File: src/hw/fault_monitor_pkg.sv
package fault_monitor_pkg;

  // ----------------------------------------------------------------------
  // timing
  // ----------------------------------------------------------------------
  localparam int unsigned CLK_PERIOD_NS  = 5;
  localparam int unsigned TICK_PERIOD_NS = 1000000;
  localparam int unsigned TICK_CYCLES    = TICK_PERIOD_NS / CLK_PERIOD_NS;
  localparam int unsigned SIMUL_LIMIT_S  = 3;
  localparam int unsigned SIMUL_LIMIT_MS = SIMUL_LIMIT_S * 1000;
  localparam int unsigned PAIR_LIMIT_MS  = 500;

  // ----------------------------------------------------------------------
  // input wiring modes
  // ----------------------------------------------------------------------
  localparam logic [1:0] MODE_DUAL      = 2'h0;
  localparam logic [1:0] MODE_COMPL     = 2'h1;
  localparam logic [1:0] MODE_DUAL_COMP = 2'h2;

  // ----------------------------------------------------------------------
  // fault codes
  // ----------------------------------------------------------------------
  localparam logic [7:0]  ERR_NONE        = 8'h00;
  localparam logic [7:0]  ERR_OUTPUT      = 8'h01;
  localparam logic [7:0]  ERR_INPUT       = 8'h02;
  localparam logic [7:0]  ADV_SEQ_TIMING  = 8'h0A;
  localparam logic [7:0]  ADV_CONC_OUTER  = 8'h01;
  localparam logic [7:0]  ADV_SIMUL_OUTER = 8'h02;
  localparam logic [7:0]  ADV_CONC_PAIR_A = 8'h03;
  localparam logic [7:0]  ADV_SIMUL_PAIR_A= 8'h04;
  localparam logic [7:0]  ADV_CONC_PAIR_B = 8'h05;
  localparam logic [7:0]  ADV_SIMUL_PAIR_B= 8'h06;
  localparam logic [15:0] INDEX_MAJOR_MUL = 16'h0064;

  // ----------------------------------------------------------------------
  // pair monitor states
  // ----------------------------------------------------------------------
  typedef enum logic [4:0] {
    ST_IDLE = 5'h01,
    ST_WAIT = 5'h02,
    ST_RUN  = 5'h04,
    ST_DROP = 5'h08,
    ST_LOCK = 5'h10
  } mon_state_e;

endpackage : fault_monitor_pkg

File: src/hw/pair_monitor.sv
`timescale 1ns/100ps
`default_nettype none
module pair_monitor #(
  parameter int unsigned LIMIT_TICKS = 3000,
  parameter int unsigned CNT_W       = 16
) (
  input  wire logic clk_in,
  input  wire logic srst_in,
  input  wire logic enable_in,
  input  wire logic tick_in,
  input  wire logic a_run_in,
  input  wire logic b_run_in,
  output logic      run_out,
  output logic      locked_out,
  output logic      conc_out,
  output logic      simul_out
);

  generate
    if (LIMIT_TICKS < 1 || LIMIT_TICKS >= (64'h1 << CNT_W))
    begin : g_bad_limit
      $error("pair_monitor: LIMIT_TICKS does not fit CNT_W");
    end
  endgenerate

  localparam logic [CNT_W-1:0] LAST = CNT_W'(LIMIT_TICKS - 1);

  fault_monitor_pkg::mon_state_e state;
  logic [CNT_W-1:0]              cnt;
  logic                          a_drop;
  logic                          both;
  logic                          none;

  assign both = a_run_in & b_run_in;
  assign none = ~a_run_in & ~b_run_in;

  // ----------------------------------------------------------------------
  // sequence tracking
  // ----------------------------------------------------------------------
  always_ff @(posedge clk_in)
  begin
    conc_out  <= 1'b0;
    simul_out <= 1'b0;
    if (srst_in || !enable_in)
    begin
      state <= fault_monitor_pkg::ST_IDLE;
      cnt   <= '0;
      a_drop <= 1'b0;
    end
    else
    begin
      case (state)
        fault_monitor_pkg::ST_IDLE:
        begin
          cnt <= '0;
          if (both)
            state <= fault_monitor_pkg::ST_RUN;
          else if (!none)
            state <= fault_monitor_pkg::ST_WAIT;
        end
        fault_monitor_pkg::ST_WAIT:
        begin
          if (both)
            state <= fault_monitor_pkg::ST_RUN;
          else if (none)
            state <= fault_monitor_pkg::ST_IDLE;
          else if (tick_in && cnt == LAST)
          begin
            state     <= fault_monitor_pkg::ST_LOCK; // RL7 RL8 RL10
            simul_out <= 1'b1;
          end
          else if (tick_in)
            cnt <= cnt + 1'b1;
        end
        fault_monitor_pkg::ST_RUN:
        begin
          if (none)
            state <= fault_monitor_pkg::ST_IDLE;
          else if (!both)
          begin
            state  <= fault_monitor_pkg::ST_DROP;
            a_drop <= ~a_run_in;
          end
        end
        fault_monitor_pkg::ST_DROP:
        begin
          if (none)
            state <= fault_monitor_pkg::ST_IDLE;
          else if (both)
          begin
            state    <= fault_monitor_pkg::ST_LOCK; // RL5 RL6 RL9
            conc_out <= 1'b1;
          end
          else if (a_drop != ~a_run_in)
            state <= fault_monitor_pkg::ST_LOCK; // RL12
        end
        fault_monitor_pkg::ST_LOCK:
        begin
          cnt <= '0;
          if (none)
            state <= fault_monitor_pkg::ST_IDLE; // RL12
        end
        default:
          state <= fault_monitor_pkg::ST_IDLE;
      endcase
    end
  end

  // ----------------------------------------------------------------------
  // status flags
  // ----------------------------------------------------------------------
  always_ff @(posedge clk_in)
  begin
    if (srst_in || !enable_in)
    begin
      run_out    <= 1'b0;
      locked_out <= 1'b0;
    end
    else
    begin
      run_out    <= (state == fault_monitor_pkg::ST_RUN) ||
                    (state == fault_monitor_pkg::ST_IDLE && both);
      locked_out <= (state == fault_monitor_pkg::ST_LOCK);
    end
  end

endmodule : pair_monitor
`default_nettype wire

File: src/hw/dual_input_fault_monitor.sv
// Behaviour
// RL1: every fault is reported as a major error code and a minor advanced code, major.minor.
// RL2: the message index is the major code ahead of a two-digit minor code (major*100+minor).
// RL3: the whole message index is available in one 16-bit output word.
// RL4: minor code ten and minor code one stay distinct, so 1.10 differs from 1.1 everywhere.
// RL5: dual or complementary input running, one channel drops and returns while the other runs: 2.1.
// RL6: dual-complementary input running, one pair drops and returns to Run: 2.1.
// RL7: dual or complementary input, one channel enters Run and the other misses 3 s: 2.2.
// RL8: dual-complementary input, one pair enters Run and the other pair misses 3 s: 2.2.
// RL9: a complementary pair running drops to Stop and returns: 2.3 (pair A) or 2.5 (pair B); the code does so only when one member drops and returns.
// RL10: a pair member enters Run and its partner misses the pair limit: 2.4 or 2.6.
// RL11: an output sequence-timing error reports 1.10 and holds until system reset.
// RL12: after an input fault the input stays in Stop until all channels stop and re-run together.
`timescale 1ns/100ps
`default_nettype none
module dual_input_fault_monitor #(
  parameter int unsigned TICK_CYCLES = fault_monitor_pkg::TICK_CYCLES,
  parameter int unsigned SIMUL_MS    = fault_monitor_pkg::SIMUL_LIMIT_MS,
  parameter int unsigned PAIR_MS     = fault_monitor_pkg::PAIR_LIMIT_MS
) (
  input  wire logic        clk_in,
  input  wire logic        srst_in,
  input  wire logic [3:0]  chan_in,
  input  wire logic [1:0]  mode_in,
  input  wire logic        seq_err_in,
  output logic             run_out,
  output logic             fault_out,
  output logic             fault_new_out,
  output logic             seq_fault_out,
  output logic [7:0]       err_code_out,
  output logic [7:0]       adv_code_out,
  output logic [15:0]      msg_index_out
);

  generate
    if (TICK_CYCLES < 2 || SIMUL_MS < 1 || PAIR_MS < 1 || SIMUL_MS > 65535 || PAIR_MS > 65535)
    begin : g_bad_param
      $error("dual_input_fault_monitor: unsupported timing parameters");
    end
  endgenerate

  localparam logic [31:0] TICK_LAST = 32'(TICK_CYCLES - 1);

  // ----------------------------------------------------------------------
  // pin synchronisers
  // ----------------------------------------------------------------------
  logic [3:0] chan_meta;
  logic [3:0] chan;
  logic [1:0] mode_meta;
  logic [1:0] mode;

  always_ff @(posedge clk_in)
  begin
    chan_meta <= chan_in;
    chan      <= chan_meta;
    mode_meta <= mode_in;
    mode      <= mode_meta;
  end

  // ----------------------------------------------------------------------
  // millisecond tick
  // ----------------------------------------------------------------------
  logic [31:0] tick_cnt;
  logic        tick;

  always_ff @(posedge clk_in)
  begin
    if (srst_in)
    begin
      tick_cnt <= '0;
      tick     <= 1'b0;
    end
    else if (tick_cnt == TICK_LAST)
    begin
      tick_cnt <= '0;
      tick     <= 1'b1;
    end
    else
    begin
      tick_cnt <= tick_cnt + 32'h0000_0001;
      tick     <= 1'b0;
    end
  end

  // ----------------------------------------------------------------------
  // run states per channel and pair
  // ----------------------------------------------------------------------
  logic dual_comp;
  logic pair_a_run;
  logic pair_b_run;
  logic outer_a;
  logic outer_b;

  assign dual_comp  = (mode == fault_monitor_pkg::MODE_DUAL_COMP);
  assign pair_a_run = chan[0] & ~chan[1];
  assign pair_b_run = chan[2] & ~chan[3];
  assign outer_a    = dual_comp ? pair_a_run : chan[0];
  assign outer_b    = dual_comp ? pair_b_run :
                      (mode == fault_monitor_pkg::MODE_COMPL) ? ~chan[1] : chan[1];

  // ----------------------------------------------------------------------
  // monitors
  // ----------------------------------------------------------------------
  logic outer_run;
  logic outer_lock;
  logic outer_conc;
  logic outer_simul;
  logic a_run;
  logic a_lock;
  logic a_conc;
  logic a_simul;
  logic b_run;
  logic b_lock;
  logic b_conc;
  logic b_simul;

  pair_monitor #(
    .LIMIT_TICKS (SIMUL_MS),
    .CNT_W       (16)
  ) u_outer (
    .clk_in     (clk_in),
    .srst_in    (srst_in),
    .enable_in  (1'b1),
    .tick_in    (tick),
    .a_run_in   (outer_a),
    .b_run_in   (outer_b),
    .run_out    (outer_run),
    .locked_out (outer_lock),
    .conc_out   (outer_conc),
    .simul_out  (outer_simul)
  );

  pair_monitor #(
    .LIMIT_TICKS (PAIR_MS),
    .CNT_W       (16)
  ) u_pair_a (
    .clk_in     (clk_in),
    .srst_in    (srst_in),
    .enable_in  (dual_comp),
    .tick_in    (tick),
    .a_run_in   (chan[0]),
    .b_run_in   (~chan[1]),
    .run_out    (a_run),
    .locked_out (a_lock),
    .conc_out   (a_conc),
    .simul_out  (a_simul)
  );

  pair_monitor #(
    .LIMIT_TICKS (PAIR_MS),
    .CNT_W       (16)
  ) u_pair_b (
    .clk_in     (clk_in),
    .srst_in    (srst_in),
    .enable_in  (dual_comp),
    .tick_in    (tick),
    .a_run_in   (chan[2]),
    .b_run_in   (~chan[3]),
    .run_out    (b_run),
    .locked_out (b_lock),
    .conc_out   (b_conc),
    .simul_out  (b_simul)
  );

  // ----------------------------------------------------------------------
  // input fault capture
  // ----------------------------------------------------------------------
  logic       any_new;
  logic       any_lock;
  logic [7:0] new_adv;
  logic       in_valid;
  logic [7:0] in_adv;

  assign any_new  = outer_conc | outer_simul | a_conc | a_simul | b_conc | b_simul;
  assign any_lock = outer_lock | a_lock | b_lock;

  always_comb
  begin
    if (a_conc)
      new_adv = fault_monitor_pkg::ADV_CONC_PAIR_A; // RL9
    else if (a_simul)
      new_adv = fault_monitor_pkg::ADV_SIMUL_PAIR_A; // RL10
    else if (b_conc)
      new_adv = fault_monitor_pkg::ADV_CONC_PAIR_B; // RL9
    else if (b_simul)
      new_adv = fault_monitor_pkg::ADV_SIMUL_PAIR_B; // RL10
    else if (outer_conc)
      new_adv = fault_monitor_pkg::ADV_CONC_OUTER; // RL5 RL6
    else
      new_adv = fault_monitor_pkg::ADV_SIMUL_OUTER; // RL7 RL8
  end

  // the first fault keeps its code; a new one while held only blocks its release
  always_ff @(posedge clk_in)
  begin
    if (srst_in)
    begin
      in_valid <= 1'b0;
      in_adv   <= fault_monitor_pkg::ERR_NONE;
    end
    else if (any_new && !in_valid)
    begin
      in_valid <= 1'b1;
      in_adv   <= new_adv;
    end
    else if (!any_new && !any_lock)
      in_valid <= 1'b0;
  end

  // ----------------------------------------------------------------------
  // sequence timing fault, held until reset
  // ----------------------------------------------------------------------
  logic seq_fault;

  always_ff @(posedge clk_in)
  begin
    if (srst_in)
      seq_fault <= 1'b0;
    else if (seq_err_in)
      seq_fault <= 1'b1; // RL11
  end

  // ----------------------------------------------------------------------
  // code selection and index
  // ----------------------------------------------------------------------
  logic [7:0]  next_err;
  logic [7:0]  next_adv;
  logic [15:0] next_index;

  always_comb
  begin
    if (seq_fault)
    begin
      next_err = fault_monitor_pkg::ERR_OUTPUT; // RL11 RL4
      next_adv = fault_monitor_pkg::ADV_SEQ_TIMING;
    end
    else if (in_valid)
    begin
      next_err = fault_monitor_pkg::ERR_INPUT; // RL1
      next_adv = in_adv;
    end
    else
    begin
      next_err = fault_monitor_pkg::ERR_NONE;
      next_adv = fault_monitor_pkg::ERR_NONE;
    end
    next_index = 16'({8'h00, next_err} * fault_monitor_pkg::INDEX_MAJOR_MUL)
                 + {8'h00, next_adv}; // RL2 RL4
  end

  // ----------------------------------------------------------------------
  // outputs
  // ----------------------------------------------------------------------
  always_ff @(posedge clk_in)
  begin
    if (srst_in)
    begin
      err_code_out  <= fault_monitor_pkg::ERR_NONE;
      adv_code_out  <= fault_monitor_pkg::ERR_NONE;
      msg_index_out <= '0;
      fault_out     <= 1'b0;
      seq_fault_out <= 1'b0;
      fault_new_out <= 1'b0;
    end
    else
    begin
      err_code_out  <= next_err; // RL1
      adv_code_out  <= next_adv;
      msg_index_out <= next_index; // RL3
      fault_out     <= seq_fault | in_valid;
      seq_fault_out <= seq_fault;
      fault_new_out <= (any_new && !in_valid) || (seq_err_in && !seq_fault);
    end
  end

  always_ff @(posedge clk_in)
  begin
    if (srst_in)
      run_out <= 1'b0;
    else
      run_out <= outer_run && !any_lock && !in_valid && !seq_fault &&
                 (!dual_comp || (a_run && b_run)); // RL12
  end

endmodule : dual_input_fault_monitor
`default_nettype wire

File: config.mk
export PLATFORM = sky130hd
export DESIGN_NAME = dual_input_fault_monitor
export DESIGN_NICKNAME = d
export VERILOG_FILES = /design/src/hw/fault_monitor_pkg.sv /design/src/hw/pair_monitor.sv /design/src/hw/dual_input_fault_monitor.sv
export SDC_FILE = /design/constraint.sdc
export NUM_CORES = 1
export LEC_CHECK = 0
export BUFFER_PORTS_ARGS = -buffer_cell sky130_fd_sc_hd__buf_2
export CAP_MARGIN = 15
export CORE_UTILIZATION = 61
export DETAILED_ROUTE_END_ITERATION = 6
export PLACE_DENSITY_LB_ADDON = 0.05
export SETUP_SLACK_MARGIN = 0.15
export SYNTH_ARGS = -nofsm -noshare
export SYNTH_HDL_FRONTEND = slang
export SYNTH_SLANG_ARGS = --single-unit
File: constraint.sdc
create_clock -name clk_in -period 3.7 [get_ports clk_in]
set_input_delay 0.555 -clock clk_in [delete_from_list [all_inputs] [get_ports clk_in]]
set_output_delay 0.555 -clock clk_in [all_outputs]
set_load 0.05 [all_outputs]
After elaboration in Yosys (flattened, before gate mapping)
Index checks and enable logic that the tools add are counted.
{ "classes": {"add_sub_neg": 5, "mul": 1, "div": 0, "n_lt_le_gt_ge": 0, "n_eq_ne": 51, "n_shift": 0, "mux": 72, "n_bitwise": 32, "reduce_logical": 48} }
{ "ops": {"columns": ["operator", "count"], "rows": [
  ["16-bit 2-to-1 mux", 12],
  ["5-bit 2-to-1 mux", 33],
  ["16-bit case mux with 2 select lines", 3],
  ["5-bit case mux with 5 select lines", 3],
  ["16-bit by 1-bit adder with 16-bit output (second input constant)", 3],
  ["32-bit by 1-bit adder with 32-bit output (second input constant)", 1],
  ["16-bit by 9-bit == test with 1-bit output (second input constant)", 2],
  ["32-bit by 18-bit == test with 1-bit output (second input constant)", 1],
  ["5-bit AND reduction", 6],
  ["2-bit != test (second input constant)", 12],
  ["1-bit inverter", 18],
  ["15-bit by 8-bit adder with 16-bit output", 1],
  ["16-bit by 12-bit == test with 1-bit output (second input constant)", 1],
  ["8-bit 2-to-1 mux", 2],
  ["4-bit by 2-bit != test with 1-bit output (second input constant)", 4],
  ["5-bit by 1-bit == test with 1-bit output (second input constant)", 3],
  ["5-bit by 2-bit == test with 1-bit output (second input constant)", 3],
  ["5-bit by 3-bit == test with 1-bit output (second input constant)", 3],
  ["5-bit by 4-bit == test with 1-bit output (second input constant)", 3],
  ["5-bit == test (second input constant)", 3],
  ["1-bit logical AND", 14],
  ["8-bit by 5-bit multiplier with 13-bit output (second input constant)", 1],
  ["1-bit 2-to-1 mux", 12],
  ["3-bit 2-to-1 mux", 4],
  ["17 further kinds", 61]
]} }
{ "word_totals": {"ff_bits": 169, "latchBits": 0, "ramBits": 0, "rom_bits": 0, "in_bits": 9, "out_inout_bits": 36, "memories": 0} }

Depth between registers and ports, before layout
Gate-level depths: netlist of run 1.
{ "depth": {"ltp_word": 9, "mapped_depth": 14} }

Hierarchy
Synthesis of run 1 repeated with hierarchy kept, for this count alone.
{ "unflattened": {"cells_unflattened": 803, "hier_area_um2": 6980.4} }
{ "by_module_without_submodules": {"columns": ["mod", "n_inst", "cells_each", "area_each_um2"], "rows": [
  ["dual_input_fault_monitor", 1, 279, 2539.9],
  ["pair_monitor (u_pair_b)", 1, 179, 1550.2],
  ["pair_monitor (u_outer)", 1, 181, 1500.2],
  ["pair_monitor (u_pair_a)", 1, 164, 1390.1]
]} }

Least setup slack after synthesis of run 1
OpenSTA, ideal clock, no wires.
{ "synth_path": {"path_type": "reg-to-reg", "startpoint": "register chan[1]", "endpoint": "register u_outer.cnt[9]", "arrival_time_ns": 2.665, "required_ns": 3.629, "setup_slack_ns": 0.965, "stages_incl_launch_ff": 13, "synth_period_minus_slack_ns": 2.735, "cell_sequence": "dfxtp_1 -> inv_1 -> ha_1 -> clkbuf_1 -> mux2i_1 -> inv_1 -> ha_1 -> nor2_1 -> and3_1 -> buf_2 -> o21ai_1 -> or4_1 -> a21oi_1"} }
{ "synth_via": {"elab_cells_between_ends": 12, "cone_classes": "2 x eq/ne; 3 x mux; 6 x bitwise; 1 x reduce/logical"} }
{ "synth_lines": {"columns": ["element", "line", "rtl"], "rows": [
  ["start, declared", "dual_input_fault_monitor.sv:48", "logic [3:0] chan;"],
  ["start signal, assigned", "dual_input_fault_monitor.sv:55", "chan <= chan_meta;"],
  ["1-bit inverter", "dual_input_fault_monitor.sv:95", "assign pair_a_run = chan[0] & ~chan[1];"],
  ["1-bit AND", "dual_input_fault_monitor.sv:95", null],
  ["net pair_a_run", "dual_input_fault_monitor.sv:89", "logic pair_a_run;"],
  ["1-bit 2-to-1 mux", "dual_input_fault_monitor.sv:97", "assign outer_a = dual_comp ? pair_a_run : chan[0];"],
  ["1-bit AND", "pair_monitor.sv:34", "assign both = a_run_in & b_run_in;"],
  ["net u_outer.both", "pair_monitor.sv:31", "logic both;"],
  ["2-bit != test (no source line)", null, null],
  ["5-bit AND reduction (no source line)", null, null],
  ["end signal, assigned", "pair_monitor.sv:73", "cnt <= cnt + 1'b1;"],
  ["end, declared", "pair_monitor.sv:29", "logic [CNT_W-1:0] cnt;"]
]} }
The timed path passes the listed nets, and every way through them passes these cells.
A chain may end at the register's enable or synchronous reset.

Worst setup path in the final report of run 1
{ "layout_path": {"startpoint": "register chan[1]", "endpoint": "register u_outer.cnt[14]"} }
Same word-level chain as after synthesis.

==> impl_results.md, run 1 <==
- GPL Wtd Cong: 0.980
- Max clock buf depth: 2
- Largest net degree at the start of global routing: 33
- Worst min path class: in -> reg
- Mean Syn Cell Area: 8.39 um2
- Number of global-route vias before repair: 5,132
- CTS tree: yes
- DRC viols: 0
- Post-CTS Setup Inserts: 0
- Metal1 wirelength: 6150 um
- Crit path DAT: 3.57 ns
- Register area share after synthesis: 0.409
- VDD IR max: 0.391 mV
- Crit end category: flip-flop
- Yosys warning total: 0
- Root buf cell: clkbuf_8
- H-tree levels: 4
- Synth unique cells: 64
- Post-DR vias/cell: 5.94
- Routed wl met2: 6490 um
- Synthesized area: 0.00675 mm2
- Static Leak: 0.00259 uW
- Tcrit/Tclk final: 0.842
- Global-route wire length before repair: 22,600 um
- Starting Density: 0.626
- Final ANT Viol Nets: 0
- Area contributors post-synth: dfxtp_1 41%, nor2_1 5.6%, xnor2_1 4.8%, a21oi_1 4.6%, or3_1 3.0%
- Synth top cells by count: 138 x dfxtp_1, 101 x nor2_1, 62 x a21oi_1
- Multiplexer share of the synthesized area: 0.00760
- Reg2reg start: chan[1]
- WS Path Type: reg -> reg
- Post-synth top area share: 0.409
- Crit path launch: chan[1]
- Top cell type by total area after synthesis: dfxtp_1
- Initial antenna violation count: 0
- Least-Margin Pin Slew: 0.726 ns
- Ports: 45
- Die X-Extent: 107 um
- Setup Skew: 0.00684 ns
- Worst-skew pair later-pin latency: 0.53 ns
- Post-Synth Simple-Gate Area: 0.304
- FF-to-FF setup slack: 0.59 ns
- Num CTS Buffers: 17
- Worst hold path startpoint: chan_in[1]
- CTS-repair resized insts: 0
- Post-synthesis adder-cell area fraction: 0.0241
- Post-synthesis compound-gate area fraction: 0.120
- Crit-path max FO: 10
- Most common cell in the synthesized netlist: dfxtp_1
- Async set or reset register ratio after synthesis: 0
- Main synth FF type: dfxtp_1
- Num rows: 38
- Die footprint: 0.0115 mm2
- Total Power: 3860 uW
- Max layer used: met4
- Finish-stage setup viols: 0
- Synthesis-stage register bit count: 138
- Final min period: 3.11 ns
- Clock sink count: 138
- Core Region: 0.0108 mm2
- Final core occ: 0.692
- Final Hold Vio Count: 0
- Fin nets: 831
- RSZ-0062 raised after global routing: false
- Placed cell areas: 0.00678 mm2
- Layout area overhead: 10.5%
- Vias: 5,719
- Ratio of cells with drive above 1 in the final layout: 0.107
- Worst path required time: 4.16 ns
- Port Buffers: 27
- Finished Cell Area: 0.00746 mm2
- FF-to-FF End: u_outer.cnt[14]
- DR iter-0 viols: 266
- Startpoint Class: flip-flop
- DP HPWL: 9260 um
- EDFF count, synth: 0
- Met3 Wirelength: 671 um
- Setup TNS: 0 ns
- Pwr dens: 517 mW/mm2
- Die Y: 107 um
- First drt pass iteration count: 7
- Worst Hold Path EP: chan_meta[1]
- Cells after synthesis: 805
- CTS clk-pin slew, worst paths: 0.06 ns
- R2R cell count: 10
- F_max: 321 MHz
- All-Layer GR Usage: 0.246
- Avg WL per Cell: 14.1 um
- Largest family of logic cells by synthesized area: simple AND/OR/NAND/NOR gates
- Hold-fix buffers, CTS: 0
- Worst slew margin: 0.509
- Status: complete, no violations
- WL final: 13,600 um
- Slew Viols, Final: 0
- Number of cells on the worst hold path: 1
- Congestion Overflow GR: 0
- XOR/XNOR share of the synthesized area: 0.0647
- Diode count: 0
- Max cap viols: 0
==> power by group <==
group | internal [uW] | switching (uW)
registers | 1520 | 50.8
clock network | 1250 | 652
logic | 125 | 259
==> how the worst max path moves through the flow <==
stage,to,cells past startpoint
final,u_outer.cnt[14],10
after global routing,u_outer.cnt[14],10
after CTS,u_outer.cnt[14],10
after detailed placement,u_outer.cnt[14],10
after global placement,u_outer.cnt[9],10
after floorplan,u_outer.cnt[9],12
==> through the flow <==
step / worst slack, ns / instances / hold WS (ns)
6_report: 0.586 / 962 / 0.123
2_1_floorplan: 0.965 / 822 / 0.310
3_3_place_gp: 0.781 / 928 / 0.314
4_1_cts: 0.587 / 960 / 0.0918
5_1_grt: 0.276 / 962 / 0.0967
3_5_place_dp: 0.613 / 928 / 0.315
==> layer usage <==
| layer | global-route usage | vias to the layer above |
|---|---|---|
| li1 | - | 2849 |
| met1 | 0.299 | 2673 |
| met2 | 0.411 | 168 |
| met3 | 0.0553 | 29 |
| met4 | 0.120 | 0 |
| met5 | 0 | - |
==> logic make-up after synthesis <==
| kind of cell | count (synthesis) |
|---|---|
| compound gates | 137 |
| xor+xnor | 49 |
| fa+ha+maj | 13 |
| buf+inv | 90 |
| flops | 138 |
| mux | 5 |
| other cells | 1 |
| simple gates | 372 |
==> placed cells by master, fill, tap and decap left out, types with 9 or more instances in the layout <==
master     count
nor2b_1        9
nor3_1        23
conb_1        18
or4_1         18
xnor2_1       37
or3_1         32
and3_1        10
clkbuf_16     16
nand2_1       40
buf_2         27
nor4_1        28
ha_1          13
o31ai_1        9
nor2_1       101
inv_1         25
a21oi_1       62
nand3_1       34
nand4_1       20
xor2_1        11
dfxtp_1      138
o21ai_0       31
==> sequential cells by signal, summed over array words and instances (netlist names), 2 cells and up <==
signal / count
u_pair_b.state: 5
u_outer.cnt: 16
in_adv: 3
u_pair_b.cnt: 16
chan: 4
mode: 2
u_pair_a.state: 5
msg_index_out: 6
u_outer.state: 5
u_pair_a.cnt: 16
tick_cnt: 32
mode_meta: 2
chan_meta: 4
==> cell type report <==
type | count | area, um2
clock buffers | 18 | 428
clock inverters | 14 | 241
fillers | 882 | 3330
inverters | 25 | 93.8
multi-input cells | 594 | 3580
flip-flops and latches | 138 | 2760
well taps | 140 | 175
repair buffers | 33 | 180
==> critical path: stages (launching register included) <==
cell and delay [ns]:
dfxtp_1 0.40, inv_1 0.07, ha_1 0.33, mux2i_1 0.50, inv_1 0.10, ha_1 0.30
nor2_1 0.10, and3_1 0.33, o211ai_1 0.28, or4_1 0.47, a21oi_1 0.17
Power figures use the tool's default switching activity.
==> run 2, diff against run 1 <==
--- a/config.mk
+++ b/config.mk
@@ -7,7 +7,7 @@
 export LEC_CHECK = 0
 export BUFFER_PORTS_ARGS = -buffer_cell sky130_fd_sc_hd__buf_2
 export CAP_MARGIN = 15
-export CORE_UTILIZATION = 61
+export CORE_UTILIZATION = 55
 export DETAILED_ROUTE_END_ITERATION = 6
 export PLACE_DENSITY_LB_ADDON = 0.05
 export SETUP_SLACK_MARGIN = 0.15
==> constraint.sdc (replaced) <==
create_clock -name clk_in -period 2.7 [get_ports clk_in]
set_input_delay 0.405 -clock clk_in [delete_from_list [all_inputs] [get_ports clk_in]]
set_output_delay 0.405 -clock clk_in [all_outputs]
set_load 0.05 [all_outputs]
==> impl_results.md, run 2 (synthesized netlist as in run 1, its figures left out) <==
- Worst slew margin: 0.462 (was 0.509)
- Layout area overhead: 13.3% (was 10.5%)
- CTS clk-pin slew, worst paths: 0.06 ns (about the same)
- Worst-skew pair later-pin latency: 0.42 ns (was 0.53 ns)
- Starting Density: 0.562 (was 0.626)
- Max cap viols: 0 (unchanged)
- Max clock buf depth: 2 (unchanged)
- WL final: 13,900 um (was 13,600 um)
- Fin nets: 844 (was 831)
- Largest net degree at the start of global routing: 33 (unchanged)
- Crit path DAT: 2.77 ns (was 3.57 ns)
- DR iter-0 viols: 410 (was 266)
- RSZ-0062 raised after global routing: false (unchanged)
- Largest register FFs: 32 (unchanged)
- Flop pwr share: 0.407 (about the same)
- Most frequent cells in the layout: 135 x dfxtp_1, 101 x nor2_1, 60 x a21oi_1 (was 138 x dfxtp_1, 101 x nor2_1, 62 x a21oi_1)
- Clock share of power: 0.490 (was 0.494)
- Top reg by flops: tick_cnt (unchanged)
- VDD IR max: 0.520 mV (was 0.391 mV)
- Tcrit/Tclk final: 0.894 (was 0.842)
- H-tree levels: 4 (unchanged)
- Avg WL per Cell: 14.1 um (about the same)
- Vias: 5,662 (was 5,719)
- Final Hold Vio Count: 0 (unchanged)
- Num rows: 40 (was 38)
- WS Path Type: reg -> reg (unchanged)
- DRC viols: 0 (unchanged)
- Die Y: 113 um (was 107 um)
- Worst path required time: 3.05 ns (was 4.16 ns)
- Finished Cell Area: 0.00765 mm2 (was 0.00746 mm2)
- Clock sink count: 138 (unchanged)
- Number of global-route vias before repair: 5,256 (was 5,132)
- Logic pwr share: 0.103 (was 0.100)
- First drt pass iteration count: 5 (was 7)
- F_max: 414 MHz (was 321 MHz)
- Setup Skew: 0.00689 ns (was 0.00684 ns)
- Status: complete, no violations (unchanged)
- Sw Share: 0.244 (was 0.249)
- Core Region: 0.0120 mm2 (was 0.0108 mm2)
- Worst min path class: in -> reg (unchanged)
- Crit end category: flip-flop (unchanged)
- Least-Margin Pin Slew: 0.795 ns (was 0.726 ns)
- Finish-stage setup viols: 0 (unchanged)
- Ratio of cells with drive above 1 in the final layout: 0.135 (was 0.107)
- Static Leak: 0.00266 uW (was 0.00259 uW)
- GPL Wtd Cong: 0.857 (was 0.980)
- Setup TNS: 0 ns (unchanged)
- Die X-Extent: 113 um (was 107 um)
- Slew Viols, Final: 0 (unchanged)
- Root buf cell: clkbuf_16 (was clkbuf_8)
- Congestion Overflow GR: 0 (unchanged)
- DP HPWL: 9570 um (was 9260 um)
- Num CTS Buffers: 17 (unchanged)
- Port Buffers: 27 (unchanged)
- DP Worst Slack: 0.00909 ns (was 0.613 ns)
- Final min period: 2.41 ns (was 3.11 ns)
- Fillers: 1,054 (was 882)
- Total Power: 5290 uW (was 3860 uW)
- CTS tree: yes (unchanged)
- Diode count: 0 (unchanged)
- Hold-fix buffers, CTS: 0 (unchanged)
- Int Power: 4000 uW (was 2900 uW)
- Fin worst setup slack: 0.287 ns (was 0.586 ns)
- Die footprint: 0.0127 mm2 (was 0.0115 mm2)
- Startpoint Class: flip-flop (unchanged)
- Initial antenna violation count: 0 (unchanged)
- Ports: 45 (unchanged)
- Net Sw Power: 1290 uW (was 961 uW)
- Global-route wire length before repair: 23,800 um (was 22,600 um)
- Commonest non-fill, non-tap cell in the layout: dfxtp_1 (unchanged)
- Pwr dens: 692 mW/mm2 (was 517 mW/mm2)
- Placed cell areas: 0.00687 mm2 (was 0.00678 mm2)
- Crit-path max FO: 12 (was 10)
- Final ANT Viol Nets: 0 (unchanged)
- All-Layer GR Usage: 0.231 (was 0.246)
- Post-DR vias/cell: 5.77 (was 5.94)
-- run 2: per-stage QoR --
stage	instances	hold WS (ns)	utilization
2_1_floorplan	822	0.310	-
3_3_place_gp	943	0.328	0.572
3_5_place_dp	943	0.322	0.572
4_1_cts	975	0.0680	0.628
5_1_grt	982	0.0707	0.637
6_report	982	0.0867	0.637
-- run 2: final timing paths --
path / startpoint / end / slack [ns] / cells past startpoint
max reg2reg: chan[1] / u_pair_a.cnt[15] / 0.29 / 8
min: mode_in[0] / mode_meta[0] / 0.09 / 1
max: chan[1] / u_pair_a.cnt[15] / 0.29 / 8
min reg2reg: chan_meta[2] / chan[2] / 0.33 / 0
-- run 2: critical path, cell delays in order, from the launching register on --
cell and delay (ns):
dfxtp_2 0.38, inv_1 0.06, ha_1 0.23, buf_4 0.18, or4_4 0.45, nor4_4 0.31, a21oi_4 0.10, or4_1 0.48
a21oi_1 0.14
-- run 2: power groups by stage --
| stage | Sequential (uW) | Clock [uW] | Combinational (uW) |
|---|---|---|---|
| finish | 2160 | 2590 | 547 |
| global route | 2160 | 2710 | 604 |
| CTS | 2150 | 2640 | 529 |
| detailed placement | 2200 | 0 | 526 |
| global placement | 2190 | 0 | 520 |
| floorplan | 2160 | 0 | 494 |
-- run 2: layer usage --
metal  wire (um)  vias up  track usage
met2        6460      150        0.371
met3         624       23       0.0573
met1        6590     2616        0.298
met5           0        -            0
li1            -     2873            -
met4         195        0       0.0969
-- run 2: timing repair --
item | CTS | global route
endpoints found under the hold margin | 0 | 0
buffers inserted | 0 | 6
setup endpoints to repair | 7 | 17
resized for setup | 2 | 11
pin swaps | 0 | 3
gates cloned | 0 | 0
-- run 2: cell type report --
| cell class | count | area [um2] | share of cell area |
|---|---|---|---|
| Multi-Input combinational cell | 594 | 3640 | 0.476 |
| Sequential cell | 138 | 2770 | 0.362 |
| Clock buffer | 21 | 480 | 0.0628 |
| Timing Repair Buffer | 46 | 295 | 0.0386 |
| Clock inverter | 11 | 190 | 0.0249 |
| Tap cell | 147 | 184 | 0.0240 |
| Inverter | 25 | 93.8 | 0.0123 |
==> run 3, diff against run 2 <==
--- a/config.mk
+++ b/config.mk
@@ -5,11 +5,13 @@
 export SDC_FILE = /design/constraint.sdc
 export NUM_CORES = 1
 export LEC_CHECK = 0
+export ABC_AREA = 1
 export BUFFER_PORTS_ARGS = -buffer_cell sky130_fd_sc_hd__buf_2
 export CAP_MARGIN = 15
-export CORE_UTILIZATION = 55
+export CORE_UTILIZATION = 56
 export DETAILED_ROUTE_END_ITERATION = 6
 export PLACE_DENSITY_LB_ADDON = 0.05
+export REMOVE_ABC_BUFFERS = 1
 export SETUP_SLACK_MARGIN = 0.15
 export SYNTH_ARGS = -nofsm -noshare
 export SYNTH_HDL_FRONTEND = slang
==> constraint.sdc (replaced) <==
create_clock -name clk_in -period 2.03 [get_ports clk_in]
set_input_delay 0.3045 -clock clk_in [delete_from_list [all_inputs] [get_ports clk_in]]
set_output_delay 0.3045 -clock clk_in [all_outputs]
set_load 0.05 [all_outputs]
==> impl_results.md, run 3 <==
- Register area share after synthesis: 0.356 (was 0.409)
- Yosys warning total: 0 (unchanged)
- Synth top cells by count: 303 x nand2_1, 197 x nor2_1, 138 x dfxtp_1 (was 138 x dfxtp_1, 101 x nor2_1, 62 x a21oi_1)
- Crit-path max FO: 8 (was 12)
- Synth unique cells: 37 (was 64)
- Flop pwr share: 0.376 (was 0.407)
- Final core occ: 0.678 (was 0.637)
- Die Y: 120 um (was 113 um)
- Worst slew margin: 0.670 (was 0.462)
- Setup Skew: 0.00963 ns (was 0.00689 ns)
- Placed cell areas: 0.00817 mm2 (was 0.00687 mm2)
- Tcrit/Tclk final: 0.934 (was 0.894)
- Area contributors post-synth: dfxtp_1 36%, nand2_1 15%, nor2_1 9.5%, nand3_1 7.1%, inv_1 6.0% (was dfxtp_1 41%, nor2_1 5.6%, xnor2_1 4.8%, a21oi_1 4.6%, or3_1 3.0%)
- Largest register FFs: 32 (unchanged)
- Post-DR vias/cell: 5.20 (was 5.77)
- Final min period: 1.90 ns (was 2.41 ns)
- Layout area overhead: 17.0% (was 13.3%)
- Logic pwr share: 0.228 (was 0.103)
- DP HPWL: 13,200 um (was 9570 um)
- Num rows: 42 (was 40)
- Int Power: 5240 uW (was 4000 uW)
- Root buf cell: clkbuf_16 (unchanged)
- Static Leak: 0.00344 uW (was 0.00266 uW)
- Initial antenna violation count: 0 (unchanged)
- Finish-stage setup viols: 0 (unchanged)
- First drt pass iteration count: 5 (unchanged)
- Final ANT Viol Nets: 0 (unchanged)
- F_max: 527 MHz (was 414 MHz)
- Worst-skew pair later-pin latency: 0.43 ns (was 0.42 ns)
- WS Path Type: reg -> reg (unchanged)
- M1 GR Usage: 0.352 (was 0.298)
- Clock sink count: 138 (unchanged)
- Worst path required time: 2.38 ns (was 3.05 ns)
- Status: complete, no violations (unchanged)
- H-tree levels: 4 (unchanged)
- WL final: 18,700 um (was 13,900 um)
- Worst min path class: in -> reg (unchanged)
- FF-to-FF setup slack: 0.13 ns (was 0.29 ns)
- Slew Viols, Final: 0 (unchanged)
- Most common cell in the synthesized netlist: nand2_1 (was dfxtp_1)
- Met3 usage: 0.0632 (was 0.0573)
- Max clock buf depth: 2 (unchanged)
- Final Hold Vio Count: 0 (unchanged)
- Async set or reset register ratio after synthesis: 0 (unchanged)
- FF-to-FF End: u_outer.cnt[13] (was u_pair_a.cnt[15])
- Busiest grt layer: met2 (unchanged)
- Synthesized area: 0.00776 mm2 (was 0.00675 mm2)
- Crit path launch: mode[0] (was chan[1])
- Top reg by flops: tick_cnt (unchanged)
- Num CTS Buffers: 17 (unchanged)
- Mean Syn Cell Area: 6.44 um2 (was 8.39 um2)
- Port Buffers: 27 (unchanged)
- RSZ-0062 raised after global routing: true (was false)
- VDD IR max: 0.726 mV (was 0.520 mV)
- Die X-Extent: 120 um (was 113 um)
- Most frequent cells in the layout: 293 x nand2_1, 190 x nor2_1, 137 x dfxtp_1 (was 135 x dfxtp_1, 101 x nor2_1, 60 x a21oi_1)
- Congestion Overflow GR: 0 (unchanged)
- EDFF count, synth: 0 (unchanged)
- Post-synth top area share: 0.356 (was 0.409)
- Clock share of power: 0.396 (was 0.490)
- Ports: 45 (unchanged)
- Global-route wire length before repair: 31,300 um (was 23,800 um)
- Net Sw Power: 2420 uW (was 1290 uW)
- Worst Setup EP: u_outer.cnt[13] (was u_pair_a.cnt[15])
- Pwr dens: 843 mW/mm2 (was 692 mW/mm2)
- Max cap viols: 0 (unchanged)
- DR iter-0 viols: 582 (was 410)
- CTS tree: yes (unchanged)
- GPL Wtd Cong: 0.921 (was 0.857)
- Largest net degree at the start of global routing: 33 (unchanged)
- R2R cell count: 13 (was 8)
- Core Region: 0.0134 mm2 (was 0.0120 mm2)
- Least-Margin Pin Slew: 0.491 ns (was 0.795 ns)
- Sw Share: 0.316 (was 0.244)
- Starting Density: 0.579 (was 0.562)
- Commonest non-fill, non-tap cell in the layout: nand2_1 (was dfxtp_1)
- Vias: 7,579 (was 5,662)
- Finished Cell Area: 0.00908 mm2 (was 0.00765 mm2)
- Number of global-route vias before repair: 6,884 (was 5,256)
- Synthesis-stage register bit count: 138 (unchanged)
- Crit end category: flip-flop (unchanged)
- Fin nets: 1,292 (was 844)
- Tightest hold margin: 0.116 ns (was 0.0867 ns)
- CTS clk-pin slew, worst paths: 0.06 ns (about the same)
- Avg WL per Cell: 12.8 um (was 14.1 um)
- Main synth FF type: dfxtp_1 (unchanged)
- Crit path DAT: 2.25 ns (was 2.77 ns)
- Die footprint: 0.0143 mm2 (was 0.0127 mm2)
- Total Power: 7660 uW (was 5290 uW)
- Reg2reg start: mode[0] (was chan[1])
- DRC viols: 0 (unchanged)
- Top cell type by total area after synthesis: dfxtp_1 (unchanged)
- Diode count: 0 (unchanged)
- Ratio of cells with drive above 1 in the final layout: 0.144 (was 0.135)
- Startpoint Class: flip-flop (unchanged)
- Met2 usage: 0.438 (was 0.371)
- Fillers: 1,202 (was 1,054)
- All-Layer GR Usage: 0.271 (was 0.231)
- Cells after synthesis: 1,205 (was 805)
## run 3: critical path, stage by stage (launching register included)
cell and delay (ns):
dfxtp_2 0.32, inv_4 0.06, nor2_2 0.04, xor2_1 0.15, nand2_1 0.07, o21ai_2 0.07
buf_6 0.12, ha_4 0.16, nor3_4 0.17, nand2_2 0.10, a21boi_4 0.21, buf_6 0.16
nand2_1 0.07, a21oi_2 0.12
## run 3: layout make-up
type	instances	area, um2	area share
clock buffer	18	429	0.0472
clock inverter	13	146	0.0161
inverter	131	494	0.0544
multi-input combinational	902	4460	0.490
sequential	138	2760	0.304
tap	176	220	0.0242
timing repair buffer	80	576	0.0634
## run 3: power groups by stage
stage	logic [uW]	registers (uW)	clock network [uW]
2_1_floorplan	919	2990	0
3_3_place_gp	1500	2940	0
3_5_place_dp	1510	2940	0
4_1_cts	1610	2880	3080
5_1_grt	1900	2890	3210
6_report	1750	2880	3030
## run 3: timing repair
item	4_1_cts	5_1_grt
hold buffers	6	0
pin swaps	1	15
endpoints found under the setup margin	21	94
gates cloned	0	0
hold endpoints to repair	6	0
gates resized for setup	20	48
setup buffers	2	5
## run 3: how the worst min path moves through the flow
| stage | startpoint | cells after the start | slack [ns] | to |
|---|---|---|---|---|
| CTS | seq_err_in | 3 | 0.11 | seq_fault |
| floorplan | chan_meta[0] | 0 | 0.31 | chan[0] |
| detailed placement | mode_meta[0] | 0 | 0.33 | mode[0] |
| global route | seq_err_in | 3 | 0.13 | seq_fault |
| global placement | chan_meta[3] | 0 | 0.35 | chan[3] |
| finish | seq_err_in | 3 | 0.12 | seq_fault |
## run 3: logic make-up (layout without fill, tap and decap cells)
| logic type | Yosys count | after routing | synth area share |
|---|---|---|---|
| flops | 138 | 138 | 0.356 |
| xor+xnor | 30 | 30 | 0.0338 |
| compound gates | 119 | 119 | 0.0807 |
| simple gates | 722 | 722 | 0.403 |
| buf+inv | 182 | 242 | 0.105 |
| other cells | 1 | 18 | 0.000483 |
| fa+ha+maj | 13 | 13 | 0.0210 |
## run 3: through the flow
| stage | TNS (ns) | instances | setup WS (ns) |
|---|---|---|---|
| global route | 0 | 1458 | 0.0345 |
| global placement | 0 | 1414 | 0.0203 |
| CTS | 0 | 1453 | 0.155 |
| floorplan | -0.616 | 1171 | -0.0648 |
| finish | 0 | 1458 | 0.133 |
| detailed placement | -0.0768 | 1414 | -0.0174 |
## run 3: routing by layer
layer / share of wire / wire length, um
met3: 0.054 / 1010
met5: 0 / 0
met2: 0.46 / 8540
met4: 0.019 / 349
met1: 0.47 / 8760
